`src/include/drg_defines.svh`:
```
// register offsets, field positions and reset values for the display rotation / pin register slice
// assumes inclusion by the single design file only; the checker and bench use literal offsets
`ifndef DRG_DEFINES_SVH
`define DRG_DEFINES_SVH
`define DRG_OFF_PIN_DIR     16'hFFF8
`define DRG_OFF_PIN_STATUS  16'hFFF9
`define DRG_OFF_SCRATCH     16'hFFFA
`define DRG_OFF_ROTATION    16'hFFFB
`define DRG_OFF_STRIDE      16'hFFFC
`define DRG_OFF_TEST_A      16'hFFFE
`define DRG_OFF_TEST_B      16'hFFFF
`define DRG_OFF_CLK_CFG     16'hFFF0
`define DRG_OFF_HTIME       16'hFFE0
`define DRG_OFF_VTIME       16'hFFE4
`define DRG_OFF_MODE        16'hFFE8
`define DRG_OFF_STATE       16'hFFEC
`define DRG_ROT_EN_BIT      7
`define DRG_ROT_SEL_BIT     6
`define DRG_ROT_RSVD_BIT    2
`define DRG_CLK_HALF_BIT    4
`define DRG_MCLK_LAND_BIT   5
`define DRG_RESET_BYTE      8'h00
`define DRG_HDP_W           7
`define DRG_HORIZ_BLANK_PERIOD_W          5
`define DRG_VDP_W           10
`define DRG_VERT_BLANK_PERIOD_W          6
`define DRG_HORIZ_BLANK_PERIOD_ADD        5'h04
`define DRG_PIX_PER_CHAR    3
`define DRG_BYPASS_2BPP_0   4'h0
`define DRG_BYPASS_2BPP_1   4'h5
`define DRG_BYPASS_2BPP_2   4'hA
`define DRG_BYPASS_2BPP_3   4'hF
`endif

```
`src/include/drg_pkg.sv`:
```
// types for the register slice, which uses only drg_orient_t; the checker and bench do not import them
// assumes drg_defines.svh for numeric constants
package drg_pkg;
   typedef enum logic [1:0] {drg_bpp1, drg_bpp2, drg_bpp4, drg_bpp8} drg_bpp_t;
   typedef enum logic [1:0] {drg_landscape, drg_rot_default, drg_rot_alternate} drg_orient_t;
   typedef enum logic [1:0] {drg_h_display, drg_h_blank} drg_hstate_t;
endpackage

```
`src/design/drg_regs.sv`:
```
// register slice: pins, scratch, rotation, stride, clock dividers, timing generator, bypass output
// assumes an APB master on pclk; pins are asynchronous and synchronised here
`include "drg_defines.svh"
module drg_regs #(
   parameter int PINS = 5
) (
   // apb
   input  wire logic                  pclk,
   input  wire logic                  presetn,
   input  wire logic                  psel,
   input  wire logic                  penable,
   input  wire logic                  pwrite,
   input  wire logic [15:0]           paddr,
   input  wire logic [31:0]           pwdata,
   output logic      [31:0]           prdata,
   output logic                       pready,
   output logic                       pslverr,
   // general purpose pins
   input  wire logic [PINS-1:0]       general_pin_n_in,
   output logic      [PINS-1:0]       general_pin_n_out,
   output logic      [PINS-1:0]       general_pin_n_oe,
   // panel side
   input  wire logic                  panel_data_upper_active,
   input  wire logic [1:0]            pixel_in,
   output logic                       pixel_clk_en,
   output logic                       memory_clk_en,
   output logic                       rotation_enable,
   output logic                       rotation_method_select,
   output logic      [7:0]            rotated_line_stride,
   output logic                       display_active,
   output logic                       frame_start,
   output logic      [3:0]            panel_data_out,
   output logic                       frame_rate_shading
);
   logic [PINS-1:0]  pin_dir;
   logic [PINS-1:0]  pin_out;
   logic [PINS-1:0]  pin_s1;
   logic [PINS-1:0]  pin_s2;
   logic [7:0]       scratch_pad;
   logic [7:0]       rotation_mode_control;
   logic [7:0]       clk_cfg;
   logic [15:0]      htime;
   logic [15:0]      vtime;
   logic [7:0]       mode_cfg;
   logic [PINS-1:0]  dedicated;
   logic             wr;
   logic             rd;
   logic [31:0]      next_prdata;
   logic             hit;
   drg_pkg::drg_orient_t orient;

   assign wr = psel && penable && pwrite;
   assign rd = psel && !pwrite;
   assign pready = 1'b1;   // zero wait states
   // pins 4..1 become upper panel data when that panel mode is active
   assign dedicated = panel_data_upper_active ? {{(PINS-1){1'b1}}, 1'b0} : '0;

   // two-stage synchroniser on pin inputs
   always_ff @(posedge pclk or negedge presetn) begin
      if (!presetn) begin
         pin_s1 <= '0;
         pin_s2 <= '0;
      end else begin
         pin_s1 <= general_pin_n_in;
         pin_s2 <= pin_s1;
      end
   end

   // pin direction and output registers
   always_ff @(posedge pclk or negedge presetn) begin
      if (!presetn) begin
         pin_dir <= '0;
         pin_out <= '0;
      end else begin
         if (wr && paddr == `DRG_OFF_PIN_DIR)
            pin_dir <= pwdata[PINS-1:0];
         if (wr && paddr == `DRG_OFF_PIN_STATUS)
            pin_out <= pwdata[PINS-1:0];
      end
   end

   // pin drive per bit
   genvar g;
   generate
      for (g = 0; g < PINS; g++) begin : g_pin
         assign general_pin_n_oe[g]  = pin_dir[g] && !dedicated[g];
         assign general_pin_n_out[g] = pin_out[g];
      end
   endgenerate

   // scratch, rotation, stride and own configuration registers
   always_ff @(posedge pclk or negedge presetn) begin
      if (!presetn) begin
         scratch_pad           <= `DRG_RESET_BYTE;
         rotation_mode_control <= `DRG_RESET_BYTE;
         rotated_line_stride   <= `DRG_RESET_BYTE;
         clk_cfg               <= `DRG_RESET_BYTE;
         htime                 <= '0;
         vtime                 <= '0;
         mode_cfg              <= `DRG_RESET_BYTE;
      end else if (wr) begin
         unique case (paddr)
            `DRG_OFF_SCRATCH:  scratch_pad <= pwdata[7:0];
            `DRG_OFF_ROTATION: rotation_mode_control <= pwdata[7:0];
            `DRG_OFF_STRIDE:   rotated_line_stride <= pwdata[7:0];
            `DRG_OFF_CLK_CFG:  clk_cfg <= pwdata[7:0];
            `DRG_OFF_HTIME:    htime <= pwdata[15:0];
            `DRG_OFF_VTIME:    vtime <= pwdata[15:0];
            `DRG_OFF_MODE:     mode_cfg <= pwdata[7:0];
            default: ;  // factory test offsets and others: writes dropped
         endcase
      end
   end

   // orientation decode
   assign rotation_enable        = rotation_mode_control[`DRG_ROT_EN_BIT];
   assign rotation_method_select = rotation_enable && rotation_mode_control[`DRG_ROT_SEL_BIT];
   always_comb begin
      if (!rotation_enable)
         orient = drg_pkg::drg_landscape;             // bit 6 ignored
      else if (rotation_method_select)
         orient = drg_pkg::drg_rot_alternate;
      else
         orient = drg_pkg::drg_rot_default;
   end

   // read mux
   always_comb begin
      next_prdata = '0;
      hit = 1'b1;
      unique case (paddr)
         `DRG_OFF_PIN_DIR:    next_prdata[PINS-1:0] = pin_dir;
         `DRG_OFF_PIN_STATUS: next_prdata[PINS-1:0] = (pin_dir & pin_out) | (~pin_dir & pin_s2);
         `DRG_OFF_SCRATCH:    next_prdata[7:0] = scratch_pad;
         `DRG_OFF_ROTATION:   next_prdata[7:0] = rotation_mode_control;
         `DRG_OFF_STRIDE:     next_prdata[7:0] = rotated_line_stride;
         `DRG_OFF_TEST_A:     next_prdata = '0;
         `DRG_OFF_TEST_B:     next_prdata = '0;
         `DRG_OFF_CLK_CFG:    next_prdata[7:0] = clk_cfg;
         `DRG_OFF_HTIME:      next_prdata[15:0] = htime;
         `DRG_OFF_VTIME:      next_prdata[15:0] = vtime;
         `DRG_OFF_MODE:       next_prdata[7:0] = mode_cfg;
         `DRG_OFF_STATE:      next_prdata[3:0] = {display_active, frame_rate_shading, orient};
         default:             hit = 1'b0;
      endcase
   end
   assign prdata  = next_prdata;
   assign pslverr = psel && penable && !hit;

   // clock dividers: CLK source, then pixel / memory enables
   logic       clk_half;
   logic [2:0] div_cnt;
   logic [3:0] pix_mask;
   logic [3:0] mem_mask;
   logic       clk_tick;
   always_ff @(posedge pclk or negedge presetn) begin
      if (!presetn)
         clk_half <= 1'b0;
      else
         clk_half <= ~clk_half;
   end
   assign clk_tick = clk_cfg[`DRG_CLK_HALF_BIT] ? clk_half : 1'b1;
   always_ff @(posedge pclk or negedge presetn) begin
      if (!presetn)
         div_cnt <= '0;
      else if (clk_tick)
         div_cnt <= div_cnt + 3'h1;
   end
   // divide ratio as a mask of low count bits that must be zero
   always_comb begin
      pix_mask = 4'h0;
      mem_mask = 4'h0;
      unique case (orient)
         drg_pkg::drg_landscape: begin
            pix_mask = 4'h0;
            mem_mask = clk_cfg[`DRG_MCLK_LAND_BIT] ? 4'h1 : 4'h0;
         end
         drg_pkg::drg_rot_default: begin
            unique case (rotation_mode_control[1:0])
               2'h0: pix_mask = 4'h0;
               2'h1: pix_mask = 4'h1;
               2'h2: pix_mask = 4'h3;
               2'h3: pix_mask = 4'h7;
            endcase
            mem_mask = pix_mask;
         end
         drg_pkg::drg_rot_alternate: begin
            unique case (rotation_mode_control[1:0])
               2'h0, 2'h1: begin pix_mask = 4'h1; mem_mask = 4'h0; end
               2'h2:       begin pix_mask = 4'h3; mem_mask = 4'h1; end
               2'h3:       begin pix_mask = 4'h7; mem_mask = 4'h3; end
            endcase
         end
         default: ;
      endcase
   end
   assign pixel_clk_en  = clk_tick && (({1'b0, div_cnt} & pix_mask) == 4'h0);
   assign memory_clk_en = clk_tick && (({1'b0, div_cnt} & mem_mask) == 4'h0);

   // timing generator in pixel clocks; widths hold the largest field values
   // (128 chars of 8 pixels plus 35 blank chars, doubled in dual panel) without wrap
   logic [11:0] hcnt;
   logic [10:0] vcnt;
   logic [10:0] h_disp;
   logic [10:0] h_total;
   logic [10:0] v_disp;
   logic [10:0] v_total;
   logic        dual_panel;
   assign dual_panel = mode_cfg[2];
   assign h_disp  = ({4'h0, htime[`DRG_HDP_W-1:0]} + 11'h1) << `DRG_PIX_PER_CHAR;
   assign h_total = h_disp
                  + (({6'h0, htime[8 +: `DRG_HORIZ_BLANK_PERIOD_W]} + {6'h0, `DRG_HORIZ_BLANK_PERIOD_ADD}) << `DRG_PIX_PER_CHAR);
   // dual panel: half the lines per half-frame, line period doubled
   assign v_disp  = dual_panel ? {1'b0, vtime[`DRG_VDP_W-1:1]} + 11'h1
                               : {1'b0, vtime[`DRG_VDP_W-1:0]} + 11'h1;
   assign v_total = v_disp + {5'h0, vtime[10 +: `DRG_VERT_BLANK_PERIOD_W]};
   logic [11:0] h_lim;
   assign h_lim = dual_panel ? {h_total, 1'b0} : {1'b0, h_total};
   always_ff @(posedge pclk or negedge presetn) begin
      if (!presetn) begin
         hcnt <= '0;
         vcnt <= '0;
      end else if (pixel_clk_en) begin
         if (hcnt + 12'h1 >= h_lim) begin
            hcnt <= '0;
            vcnt <= (vcnt + 11'h1 >= v_total) ? 11'h0 : vcnt + 11'h1;
         end else
            hcnt <= hcnt + 12'h1;
      end
   end
   assign display_active = (vcnt < v_disp) && (hcnt < {1'b0, h_disp});
   assign frame_start    = pixel_clk_en && hcnt == 12'h0 && vcnt == 11'h0;

   // display data path; bypass bits in mode_cfg: [1:0] depth, [3] bypass
   logic bypass;
   assign bypass = mode_cfg[3];
   always_ff @(posedge pclk or negedge presetn) begin
      if (!presetn) begin
         panel_data_out     <= 4'h0;
         frame_rate_shading <= 1'b0;
      end else begin
         frame_rate_shading <= !(bypass && mode_cfg[1:0] == 2'h0);
         if (bypass && mode_cfg[1:0] == 2'h0)
            panel_data_out <= {4{pixel_in[0]}};
         else if (bypass && mode_cfg[1:0] == 2'h1) begin
            unique case (pixel_in)
               2'h0: panel_data_out <= `DRG_BYPASS_2BPP_0;
               2'h1: panel_data_out <= `DRG_BYPASS_2BPP_1;
               2'h2: panel_data_out <= `DRG_BYPASS_2BPP_2;
               2'h3: panel_data_out <= `DRG_BYPASS_2BPP_3;
            endcase
         end else
            panel_data_out <= {2'h0, pixel_in};
      end
   end
endmodule

```
`config.mk`:
```
export PLATFORM = sky130hd
export DESIGN_NAME = drg_regs
export DESIGN_NICKNAME = d
export VERILOG_FILES = /design/src/include/drg_pkg.sv /design/src/design/drg_regs.sv
export VERILOG_INCLUDE_DIRS = /design/src /design/src/include
export SDC_FILE = /design/constraint.sdc
export NUM_CORES = 1
export LEC_CHECK = 0
export ABC_AREA = 1
export BUFFER_PORTS_ARGS = -buffer_cell sky130_fd_sc_hd__buf_4
export CAP_MARGIN = 0
export CORE_MARGIN = 10
export CORE_UTILIZATION = 35
export CTS_BUF_LIST = sky130_fd_sc_hd__clkbuf_8
export CTS_CLUSTER_DIAMETER = 200
export CTS_CLUSTER_SIZE = 16
export DETAILED_ROUTE_END_ITERATION = 16
export PLACE_DENSITY_LB_ADDON = 0.3
export SLEW_MARGIN = 20
export SYNTH_ARGS = -nofsm -noshare
export SYNTH_HDL_FRONTEND = slang
export SYNTH_SLANG_ARGS = --single-unit
```
`constraint.sdc`:
```
create_clock -name pclk -period 4 [get_ports pclk]
set_input_delay 0.2 -clock pclk [delete_from_list [all_inputs] [get_ports pclk]]
set_output_delay 0.2 -clock pclk [all_outputs]
set_load 0.01 [all_outputs]
```
==> results of run 1 <==
## worst max path at each step
stage | startpoint | to | slack, ns | depth (start not counted)
2_1_floorplan | vtime[1]$_DFFE_PN0P_ | vcnt[1]$_DFFE_PN0P_ | 0.66 | 23
3_3_place_gp | vtime[2]$_DFFE_PN0P_ | vcnt[7]$_DFFE_PN0P_ | 0.29 | 23
3_5_place_dp | vtime[2]$_DFFE_PN0P_ | vcnt[8]$_DFFE_PN0P_ | 0.21 | 24
4_1_cts | vtime[2]$_DFFE_PN0P_ | vcnt[8]$_DFFE_PN0P_ | 0.18 | 23
5_1_grt | vtime[2]$_DFFE_PN0P_ | vcnt[6]$_DFFE_PN0P_ | -0.06 | 23
6_report | vtime[2]$_DFFE_PN0P_ | vcnt[1]$_DFFE_PN0P_ | 0.25 | 23
## Yosys cell counts, types with 9 or more instances
master / count
dfrtp_1: 124
nand4_1: 25
xor2_1: 22
nor2_2: 9
nor2_1: 62
buf_4: 21
nand2_1: 316
inv_1: 155
nand2_2: 13
nand3_1: 86
nor3_1: 12
buf_2: 9
a21oi_1: 34
o21ai_0: 117
o21ai_1: 16
ha_1: 56
## flip-flops by register name, summed over array words and instances, names as in the netlist, 4 cells and up
signal / flops
panel_data_out: 4
pin_s2: 5
rotated_line_stride: 8
pin_dir: 5
clk_cfg: 8
mode_cfg: 8
vtime: 16
vcnt: 11
htime: 16
scratch_pad: 8
pin_s1: 5
general_pin_n_out: 5
hcnt: 12
rotation_mode_control: 8
## final cells by class
| class | count | share of cell area (%) |
|---|---|---|
| sequential | 124 | 31.03 |
| clock inverter | 15 | 1.524 |
| inverter | 164 | 6.159 |
| tap | 319 | 3.986 |
| multi-input combinational | 846 | 45.69 |
| clock buffer | 17 | 2.336 |
| timing repair buffer | 117 | 9.270 |
## worst max-delay path: cells and delay by family (launching register included)
family	cells	cell delay (ns)
compound gates	5	0.70
flops	1	0.44
buf+inv	3	0.28
simple gates	12	1.33
fa+ha+maj	3	0.88
## power breakdown
| part | internal, mW | switching [mW] | total, mW | leakage, nW |
|---|---|---|---|---|
| Combinational | 0.171 | 0.273 | 0.444 | 3.21 |
| Clock | 0.463 | 0.654 | 1.12 | 0.187 |
| Sequential | 1.29 | 0.0437 | 1.33 | 1.67 |
## kinds of logic (layout without fill, tap and decap cells)
kind of cell	after synthesis	in the layout	share of synthesized area (%)
xor+xnor	30	30	3.116
compound gates	196	196	12.51
flops	124	124	36.80
simple gates	545	545	28.49
buf+inv	203	313	10.21
other cells	2	17	0.08907
fa+ha+maj	58	58	8.785
## metal layers
layer	up-vias	track usage, %
met5	-	0
met3	39	4.009
met1	3752	20.78
met4	0	4.380
li1	3959	-
met2	214	26.96
## metrics by stage
| stage | total power, mW | TNS (ns) | utilization (%) | std cells | area, um2 |
|---|---|---|---|---|---|
| 6_report | 2.895 | 0 | 42.41 | 1602 | 10010 |
| 3_3_place_gp | 1.783 | 0 | 39.95 | 1555 | 9434 |
| 2_1_floorplan | 1.614 | 0 | - | 1173 | 8488 |
| 5_1_grt | 3.035 | -0.3275 | 42.41 | 1602 | 10010 |
| 4_1_cts | 2.906 | 0 | 42.01 | 1597 | 9921 |
| 3_5_place_dp | 1.791 | 0 | 39.95 | 1555 | 9434 |
## what timing repair did
| action | in CTS | in global routing |
|---|---|---|
| buffers inserted | 0 | 5 |
| hold buffers | 10 | 0 |
| hold endpoints to repair | 81 | 0 |
| resized for setup | 0 | 16 |
| setup endpoints to repair | 0 | 12 |
==> impl_metrics.ini, run 1 <==
[yosys]
ys_seq_area_share_pct = 36.80
synth-edff-count = 0
ys_warn_count = 0
ys_dominant_reg_cell = dfrtp_1
ys_ff_latch = 124
ys_top_cells_by_area = dfrtp_1 37%, nand2_1 14%, ha_1 8.3%
synth_area_leader_cell = dfrtp_1
synth_cell_type_count = 47
syn_avg_cell_area_um2 = 7.281
async_flop_share_pct = 100.0
synth_top_area_share_pct = 36.80
synthesis.area_mm2 = 0.008432
netlist_instances = 1158

[hold_path]
min_from = pwdata[8]
hp-class = input pin to flop
min_to = vtime[8]$_DFFE_PN0P_
hold_path_depth = 3

[floorplanning]
io_pins = 124
initial_core_util_pct = 35.71
die-area_mm2 = 0.03070
rows = 56
die_w_um = 175.2
core_area_mm2 = 0.02361
die_height_um = 175.2

[routing]
highest_layer = met4
wl_met1_um = 11680
drcViolationCount = 0
dr_wl_met2_um = 11840
viasPerCell = 4.971
dr_total_vias = 7964
wl_per_cell_um = 15.91
firstDrtPassIters = 6
routed-wl-met3_um = 1502
drt_iter0_drc = 563
ant_nets = 0
finalWirelength_um = 25490

[placement]
place_congestion = 0.9416
dp_hpwl_um = 19420
io_buffers = 90
pre_cts_slack_ns = 0.2086

[pwr]
ir_worst_vdd_v = 0.0002251
power_leakage_nw = 5.074
powerDensity_mw_per_mm2 = 289.1

[critical_path]
max_stage_delay_ns = 0.44
r2r-end = vcnt[1]$_DFFE_PN0P_
worstSetupPathType = flop to flop
crit_fanout = 11
required_ns = 4.34
start_kind = flop
reg2reg_from = vtime[2]$_DFFE_PN0P_
crit_top_cell = nand2_1
arrival_ns = 4.09
slowest_stage = dfrtp_2
r2r_cells = 23
rrSetupSlack_ns = 0.25
crit_chain = ha_2 -> nand2_1 -> nor2_2 -> o21ai_0 -> a21oi_1 -> a31oi_2 -> ha_1 -> inv_1 -> o2111ai_1 -> nand3_1 -> nor2_2 -> nand3_1 -> nand2_1 -> inv_1 -> ha_1 -> nand2_2 -> nor4_2 -> nand2_1 -> nand4_1 -> nor2_2 -> buf_12 -> nand2_1 -> o21ai_0
end_kind = flop

[sta]
final-max-slew-violation-count = 0
setup_violations = 0
fin_skew_ns = 0.02008
max_freq_ghz = 0.2663
tightestPinTransition_ns = 0.9694
worst_slack_ns = 0.2451
finalHoldViolations = 0
whs_ns = 0.02976
maxSlewHeadroom_pct = 35.38
final.min_clock_period_ns = 3.755
finalCritPeriodShare_pct = 93.87

[cts]
cts.sinks = 124
clk_latency_ns = 0.47
clockRootBuffer = clkbuf_8
clock_path_buffers = 2
cts_tree = built
cts_buffers = 17
cts.clk_slew.worst_paths_ns = 0.09
htree_levels = 4

[layout]
antenna_cells = 0
drive_above_1_share_pct = 15.35
layout_commonest_cell = nand2_1
final_cell_mix = 315 x nand2_1, 154 x inv_1, 120 x dfrtp_1
seq_area_mm2 = 0.003108
fin_nets = 1389
multi_input_area_mm2 = 0.004576
nFillCells = 2447
syn2layout_area_growth_pct = 18.77

[global_routing]
grt_max_degree = 72
grt_first_pass_wirelength_um = 40250
grt_antenna_before_repair = 0
grt_usage_pct = 16.32
gr-total-overflow = 0
grt_pass1_vias = 7649

[run_status]
status = complete, no violations

[job]
max_cap_viol_count = 0
Power figures use the tool's default switching activity.
==> run 2, diff against run 1 <==
Settings changed: RECOVER_POWER set to 100.
==> run 2 against run 1 <==
Net effect:
- the flow now finishes with violations (max-capacitance violations, max-slew violations)
- sequential share of layout area up 0.71 points
- via count down 0.14%
- routed wire length about the same
- combinational power down 2%
- non-clock buffer count unchanged
- sequential power about the same
- critical path type unchanged
- critical endpoint unchanged
- largest cell class unchanged
- largest power group unchanged
- highest routed layer unchanged
==> impl_metrics.ini, run 2 (same netlist as run 1, synthesis figures left out) <==
[run_status]
status = complete, but fails checks
failed_checks = max-capacitance violations, max-slew violations

[pwr]
clkPwrFrac_pct = 38.7
p_int_mw = 1.919
seqPwrFrac_pct = 46.2
comb_power_share_pct = 15.1
powerDensity_mw_per_mm2 = 295.0
power_leakage_nw = 4.867
ir_worst_vdd_v = 0.0002256
power_mw = 2.888
swShare_pct = 33.56
switchingPower_mw = 0.9691

[critical_path]
max_stage_delay_ns = 0.44
crit_chain = ha_2 -> nand2_1 -> nor2_2 -> o21ai_0 -> a21oi_1 -> a31oi_2 -> ha_1 -> inv_1 -> o2111ai_1 -> nand3_1 -> nor2_2 -> nand3_1 -> nand2_1 -> inv_1 -> ha_1 -> nand2_2 -> nor4_2 -> nand2_1 -> nand4_1 -> nor2_2 -> buf_12 -> nand2_1 -> o21ai_0
crit_top_cell = nand2_1
required_ns = 4.34
arrival_ns = 4.10
critPathTopFamily = simple AND/OR/NAND/NOR gates
path_buf_inv = 3
end_kind = flop
crit_fanout = 11
start_kind = flop
worstSetupPathType = flop to flop
r2r-end = vcnt[1]$_DFFE_PN0P_
cp.depth = 23
slowest_stage = dfrtp_2
reg2reg_from = vtime[2]$_DFFE_PN0P_
r2r_cells = 23
cp-endpoint = vcnt[1]$_DFFE_PN0P_
crit_start = vtime[2]$_DFFE_PN0P_
rrSetupSlack_ns = 0.24

[layout]
fin_util_pct = 41.46
layout_commonest_cell = nand2_1
fin_nets = 1389
final_area_mm2 = 0.009791
multi_input_area_mm2 = 0.004512
drive_above_1_share_pct = 10.91
stdcell_count = 1602
nFillCells = 2502
seq_area_mm2 = 0.003108
syn2layout_area_growth_pct = 16.12
antenna_cells = 0
reg.largest.list = htime x16, vtime x16, hcnt x12
final_cell_mix = 323 x nand2_1, 158 x inv_1, 124 x o21ai_0

[sta]
finalSetupTns_ns = 0
worst_slack_ns = 0.2408
whs_ns = 0.04332
tightestPinTransition_ns = 1.851
finalHoldViolations = 0
final-max-slew-violation-count = 72
fin_skew_ns = 0.01782
max_freq_ghz = 0.2660
finalCritPeriodShare_pct = 93.98
maxSlewHeadroom_pct = -23.42
final.min_clock_period_ns = 3.759
setup_violations = 0

[global_routing]
grt_pass1_vias = 7649
gr-total-overflow = 0
grt_antenna_before_repair = 0
grt_max_degree = 72
grt_first_pass_wirelength_um = 40250
grt_usage_pct = 16.32

[routing]
firstDrtPassIters = 5
viasPerCell = 4.964
drt_iter0_drc = 591
finalWirelength_um = 25470
ant_nets = 0
dr_total_vias = 7953
drcViolationCount = 0
wl_per_cell_um = 15.90

[placement]
dp_cells = 1555
place_congestion = 0.9416
io_buffers = 90
placed_area_mm2 = 0.009434
dp_hpwl_um = 19420
pre_cts_slack_ns = 0.2086

[floorplanning]
die-area_mm2 = 0.03070
core_area_mm2 = 0.02361
die_height_um = 175.2
io_pins = 124
die_w_um = 175.2
rows = 56
initial_core_util_pct = 35.71

[cts]
htree_levels = 4
clockRootBuffer = clkbuf_8
cts.clk_slew.worst_paths_ns = 0.09
cts.sinks = 124
cts_buffers = 17
clock_path_buffers = 2
cts_tree = built
clk_latency_ns = 0.47

[job]
max_cap_viol_count = 1

[hold_path]
hp-class = input pin to flop
==> run 2: cell count changes in the layout (fill, tap and decap cells not counted), sizes merged <==
cell,delta
buf,-46
clkbuf,+46
clkinv,-1
clkinvlp,+1
==> run 2: worst min-delay path: stages <==
cell	delay, ns
buf_4	0.08
inv_1	0.07
o21ai_1	0.13
==> run 2: area by class of cell <==
type	instances	area share [%]
Clock buffer	17	2.390
Clock inverter	15	1.559
Inverter	164	6.300
Tap cell	319	4.077
Sequential cell	124	31.74
Timing Repair Buffer	117	7.847
Multi-Input combinational cell	846	46.08
==> run 2: how the worst min path moves through the flow <==
stage          depth (start not counted)                     end                 from  slack [ns]
3_3_place_gp                           1     pin_s1[4]$_DFF_PN0_  general_pin_n_in[4]        0.31
5_1_grt                                3   vtime[14]$_DFFE_PN0P_           pwdata[14]        0.04
3_5_place_dp                           1     pin_s1[0]$_DFF_PN0_  general_pin_n_in[0]        0.31
4_1_cts                                3    vtime[8]$_DFFE_PN0P_            pwdata[8]        0.03
2_1_floorplan                          0  clk_cfg[0]$_DFFE_PN0P_              presetn        -0.1
6_report                               3   vtime[15]$_DFFE_PN0P_           pwdata[15]        0.04
==> run 2: routing by layer <==
| metal | track usage [%] | vias to the layer above | share of wire [%] |
|---|---|---|---|
| met5 | 0 | - | 0 |
| met4 | 4.380 | 0 | 1.9 |
| met3 | 4.009 | 36 | 5.9 |
| met2 | 26.96 | 225 | 47 |
| met1 | 20.78 | 3730 | 45 |
| li1 | - | 3962 | - |
==> run 2: repair_timing <==
action,4_1_cts,5_1_grt
endpoints found under the hold margin,81,0
setup endpoints to repair,0,12
gates resized for setup,0,16
buffers inserted,0,5
hold buffers,10,0
==> run 2: power groups by stage <==
| stage | Combinational, mW | Clock [mW] | Sequential (mW) |
|---|---|---|---|
| after global routing | 0.501 | 1.19 | 1.34 |
| after detailed placement | 0.435 | 0 | 1.36 |
| after global placement | 0.428 | 0 | 1.35 |
| after floorplan | 0.271 | 0 | 1.34 |
| after CTS | 0.445 | 1.13 | 1.33 |
| final | 0.435 | 1.12 | 1.33 |
==> run 3, diff against run 2 <==
Settings changed: CORE_MARGIN 10 to not set.
Clock period 4 ns to 4.52 ns, I/O delays scaled along.
==> run 3 against run 2 <==
Net effect:
- the run still ends with max-capacitance violations, max-slew violations left
- cell count fell by 0.94%
- routed wire length fell by 3.1%
- fmax fell by 8.4%
- non-clock buffer count fell by 15
- clock skew fell by 0.0021 ns
- first-iteration DRC count rose by 4.7%
- via count fell by 1.7%
- sequential power fell by 11%
- combinational power fell by 14%
==> impl_metrics.ini, run 3 (same netlist as run 1, synthesis figures left out) <==
[routing]
finalWirelength_um = 24690
wl_per_cell_um = 15.56
viasPerCell = 4.926
drcViolationCount = 0
drt_iter0_drc = 619
dr_total_vias = 7818
firstDrtPassIters = 6
ant_nets = 0

[cts]
htree_levels = 4
cts.clk_slew.worst_paths_ns = 0.10
clk_latency_ns = 0.46
cts_setup_buffers = 0
cts.sinks = 124
cts-resized-gates = 0
clockRootBuffer = clkbuf_8
cts_tree = built
cts_buffers = 17
clock_path_buffers = 2

[floorplanning]
die_w_um = 157.2
die_height_um = 157.2
rows = 56
die-area_mm2 = 0.02472
core_area_mm2 = 0.02354
io_pins = 124
initial_core_util_pct = 35.82

[critical_path]
start_kind = flop
max_stage_delay_ns = 0.57
slowest_stage = dfrtp_1
crit_chain = ha_1 -> xor2_1 -> ha_1 -> a21oi_1 -> nand2_1 -> nand3_1 -> a21boi_0 -> or2_2 -> nand3_1 -> nand2_1 -> ha_1 -> a21oi_1 -> o21a_1 -> nand3_1 -> nor2_1 -> nand2_1 -> o21ai_0
arrival_ns = 4.49
required_ns = 4.91
end_kind = flop
crit_fanout = 10
worstSetupPathType = flop to flop
rrSetupSlack_ns = 0.42

[layout]
drive_above_1_share_pct = 7.965
stdcell_count = 1587
final_area_mm2 = 0.009572
fin_nets = 1374
antenna_cells = 0
final_cell_mix = 325 x nand2_1, 158 x inv_1, 125 x o21ai_0
reg.largest.list = htime x16, vtime x16, hcnt x12
layout_commonest_cell = nand2_1
syn2layout_area_growth_pct = 13.52

[placement]
placed_area_mm2 = 0.009349
pre_cts_slack_ns = 0.5755
dp_cells = 1547
place_congestion = 0.9337
dp_hpwl_um = 18670
io_buffers = 90

[pwr]
ir_worst_vdd_v = 0.0001958
powerDensity_mw_per_mm2 = 271.5
power_leakage_nw = 4.775

[sta]
tightestPinTransition_ns = 3.682
maxSlewHeadroom_pct = -145.5
max_freq_ghz = 0.2437
rsz0062_at_grt = false
final-max-slew-violation-count = 64
setup_violations = 0
worst_slack_ns = 0.4162
final.min_clock_period_ns = 4.104
finalSetupTns_ns = 0
fin_skew_ns = 0.01573
finalCritPeriodShare_pct = 90.79
finalHoldViolations = 0

[run_status]
failed_checks = max-capacitance violations, max-slew violations
status = complete, but fails checks

[global_routing]
grt_usage_pct = 20.92
grt_first_pass_wirelength_um = 39320
grt_antenna_before_repair = 0
grt_pass1_vias = 7374
grt_max_degree = 64
gr-total-overflow = 0

[hold_path]
hp-class = input pin to flop

[job]
max_cap_viol_count = 1
[run 3: cell types whose count changed in the layout (fill, tap and decap cells not counted), moves of 3 or more]
cell      change
buf_4        -20
clkbuf_1      +8
dfrtp_1       +4
dfrtp_2       -4
ha_1          +4
ha_2          -3
[run 3: cell type report]
class | count | area, um2
Timing Repair Buffer | 102 | 610.6
Tap cell | 319 | 399.1
Sequential cell | 124 | 3103
Clock inverter | 15 | 171.4
Inverter | 164 | 616.8
Clock buffer | 17 | 234.0
Multi-Input combinational cell | 846 | 4437
Fill cell | 2533 | 13970
[run 3: worst max-delay path: cells and delay by family, from the launching register on]
kind            cells  cell delay, ns
fa+ha+maj           3            0.90
simple gates        8            1.52
xor+xnor            1            0.22
compound gates      5            0.82
flops               1            0.57
[run 3: report_power, final]
part	total, mW	internal [mW]	switching [mW]
combinational	0.372	0.136	0.236
clock	1.05	0.464	0.583
sequential	1.18	1.14	0.0376
total	2.60	1.74	0.856
[run 3: layer usage]
metal	routed length, um	global-route usage, %	up-vias	part of all wire [%]
li1	-	-	3925	-
met1	11140	27.63	3608	45
met2	11680	34.91	243	47
met3	1371	3.744	42	5.6
met4	507	5.825	0	2.1
met5	0	0	-	0
[run 3: worst paths after layout]
path	start	endpoint	depth (start not counted)
worst max-delay path	htime[0]$_DFFE_PN0P_	hcnt[0]$_DFFE_PN0P_	17
worst min-delay path	pwdata[13]	vtime[13]$_DFFE_PN0P_	3
worst max register to register	htime[0]$_DFFE_PN0P_	hcnt[0]$_DFFE_PN0P_	17
worst min register to register	pin_s1[4]$_DFF_PN0_	pin_s2[4]$_DFF_PN0_	0
max in group asynchronous	presetn	scratch_pad[7]$_DFFE_PN0P_	3
min in group asynchronous	presetn	hcnt[9]$_DFFE_PN0P_	2
[run 3: repair_timing]
item                                    4_1_cts  5_1_grt
endpoints found under the setup margin        0        0
hold buffers                                  8        0
hold endpoints to repair                     70        0
[run 3: per-stage QoR]
| step | total power, mW | util, % | hold slack [ns] |
|---|---|---|---|
| finish | 2.598 | 40.66 | 0.03187 |
| global route | 2.732 | 40.66 | 0.02256 |
| CTS | 2.631 | 41.77 | 0.009983 |
| detailed placement | 1.578 | 39.71 | 0.3355 |
| global placement | 1.571 | 39.71 | 0.3332 |
| floorplan | 1.429 | - | -0.06959 |
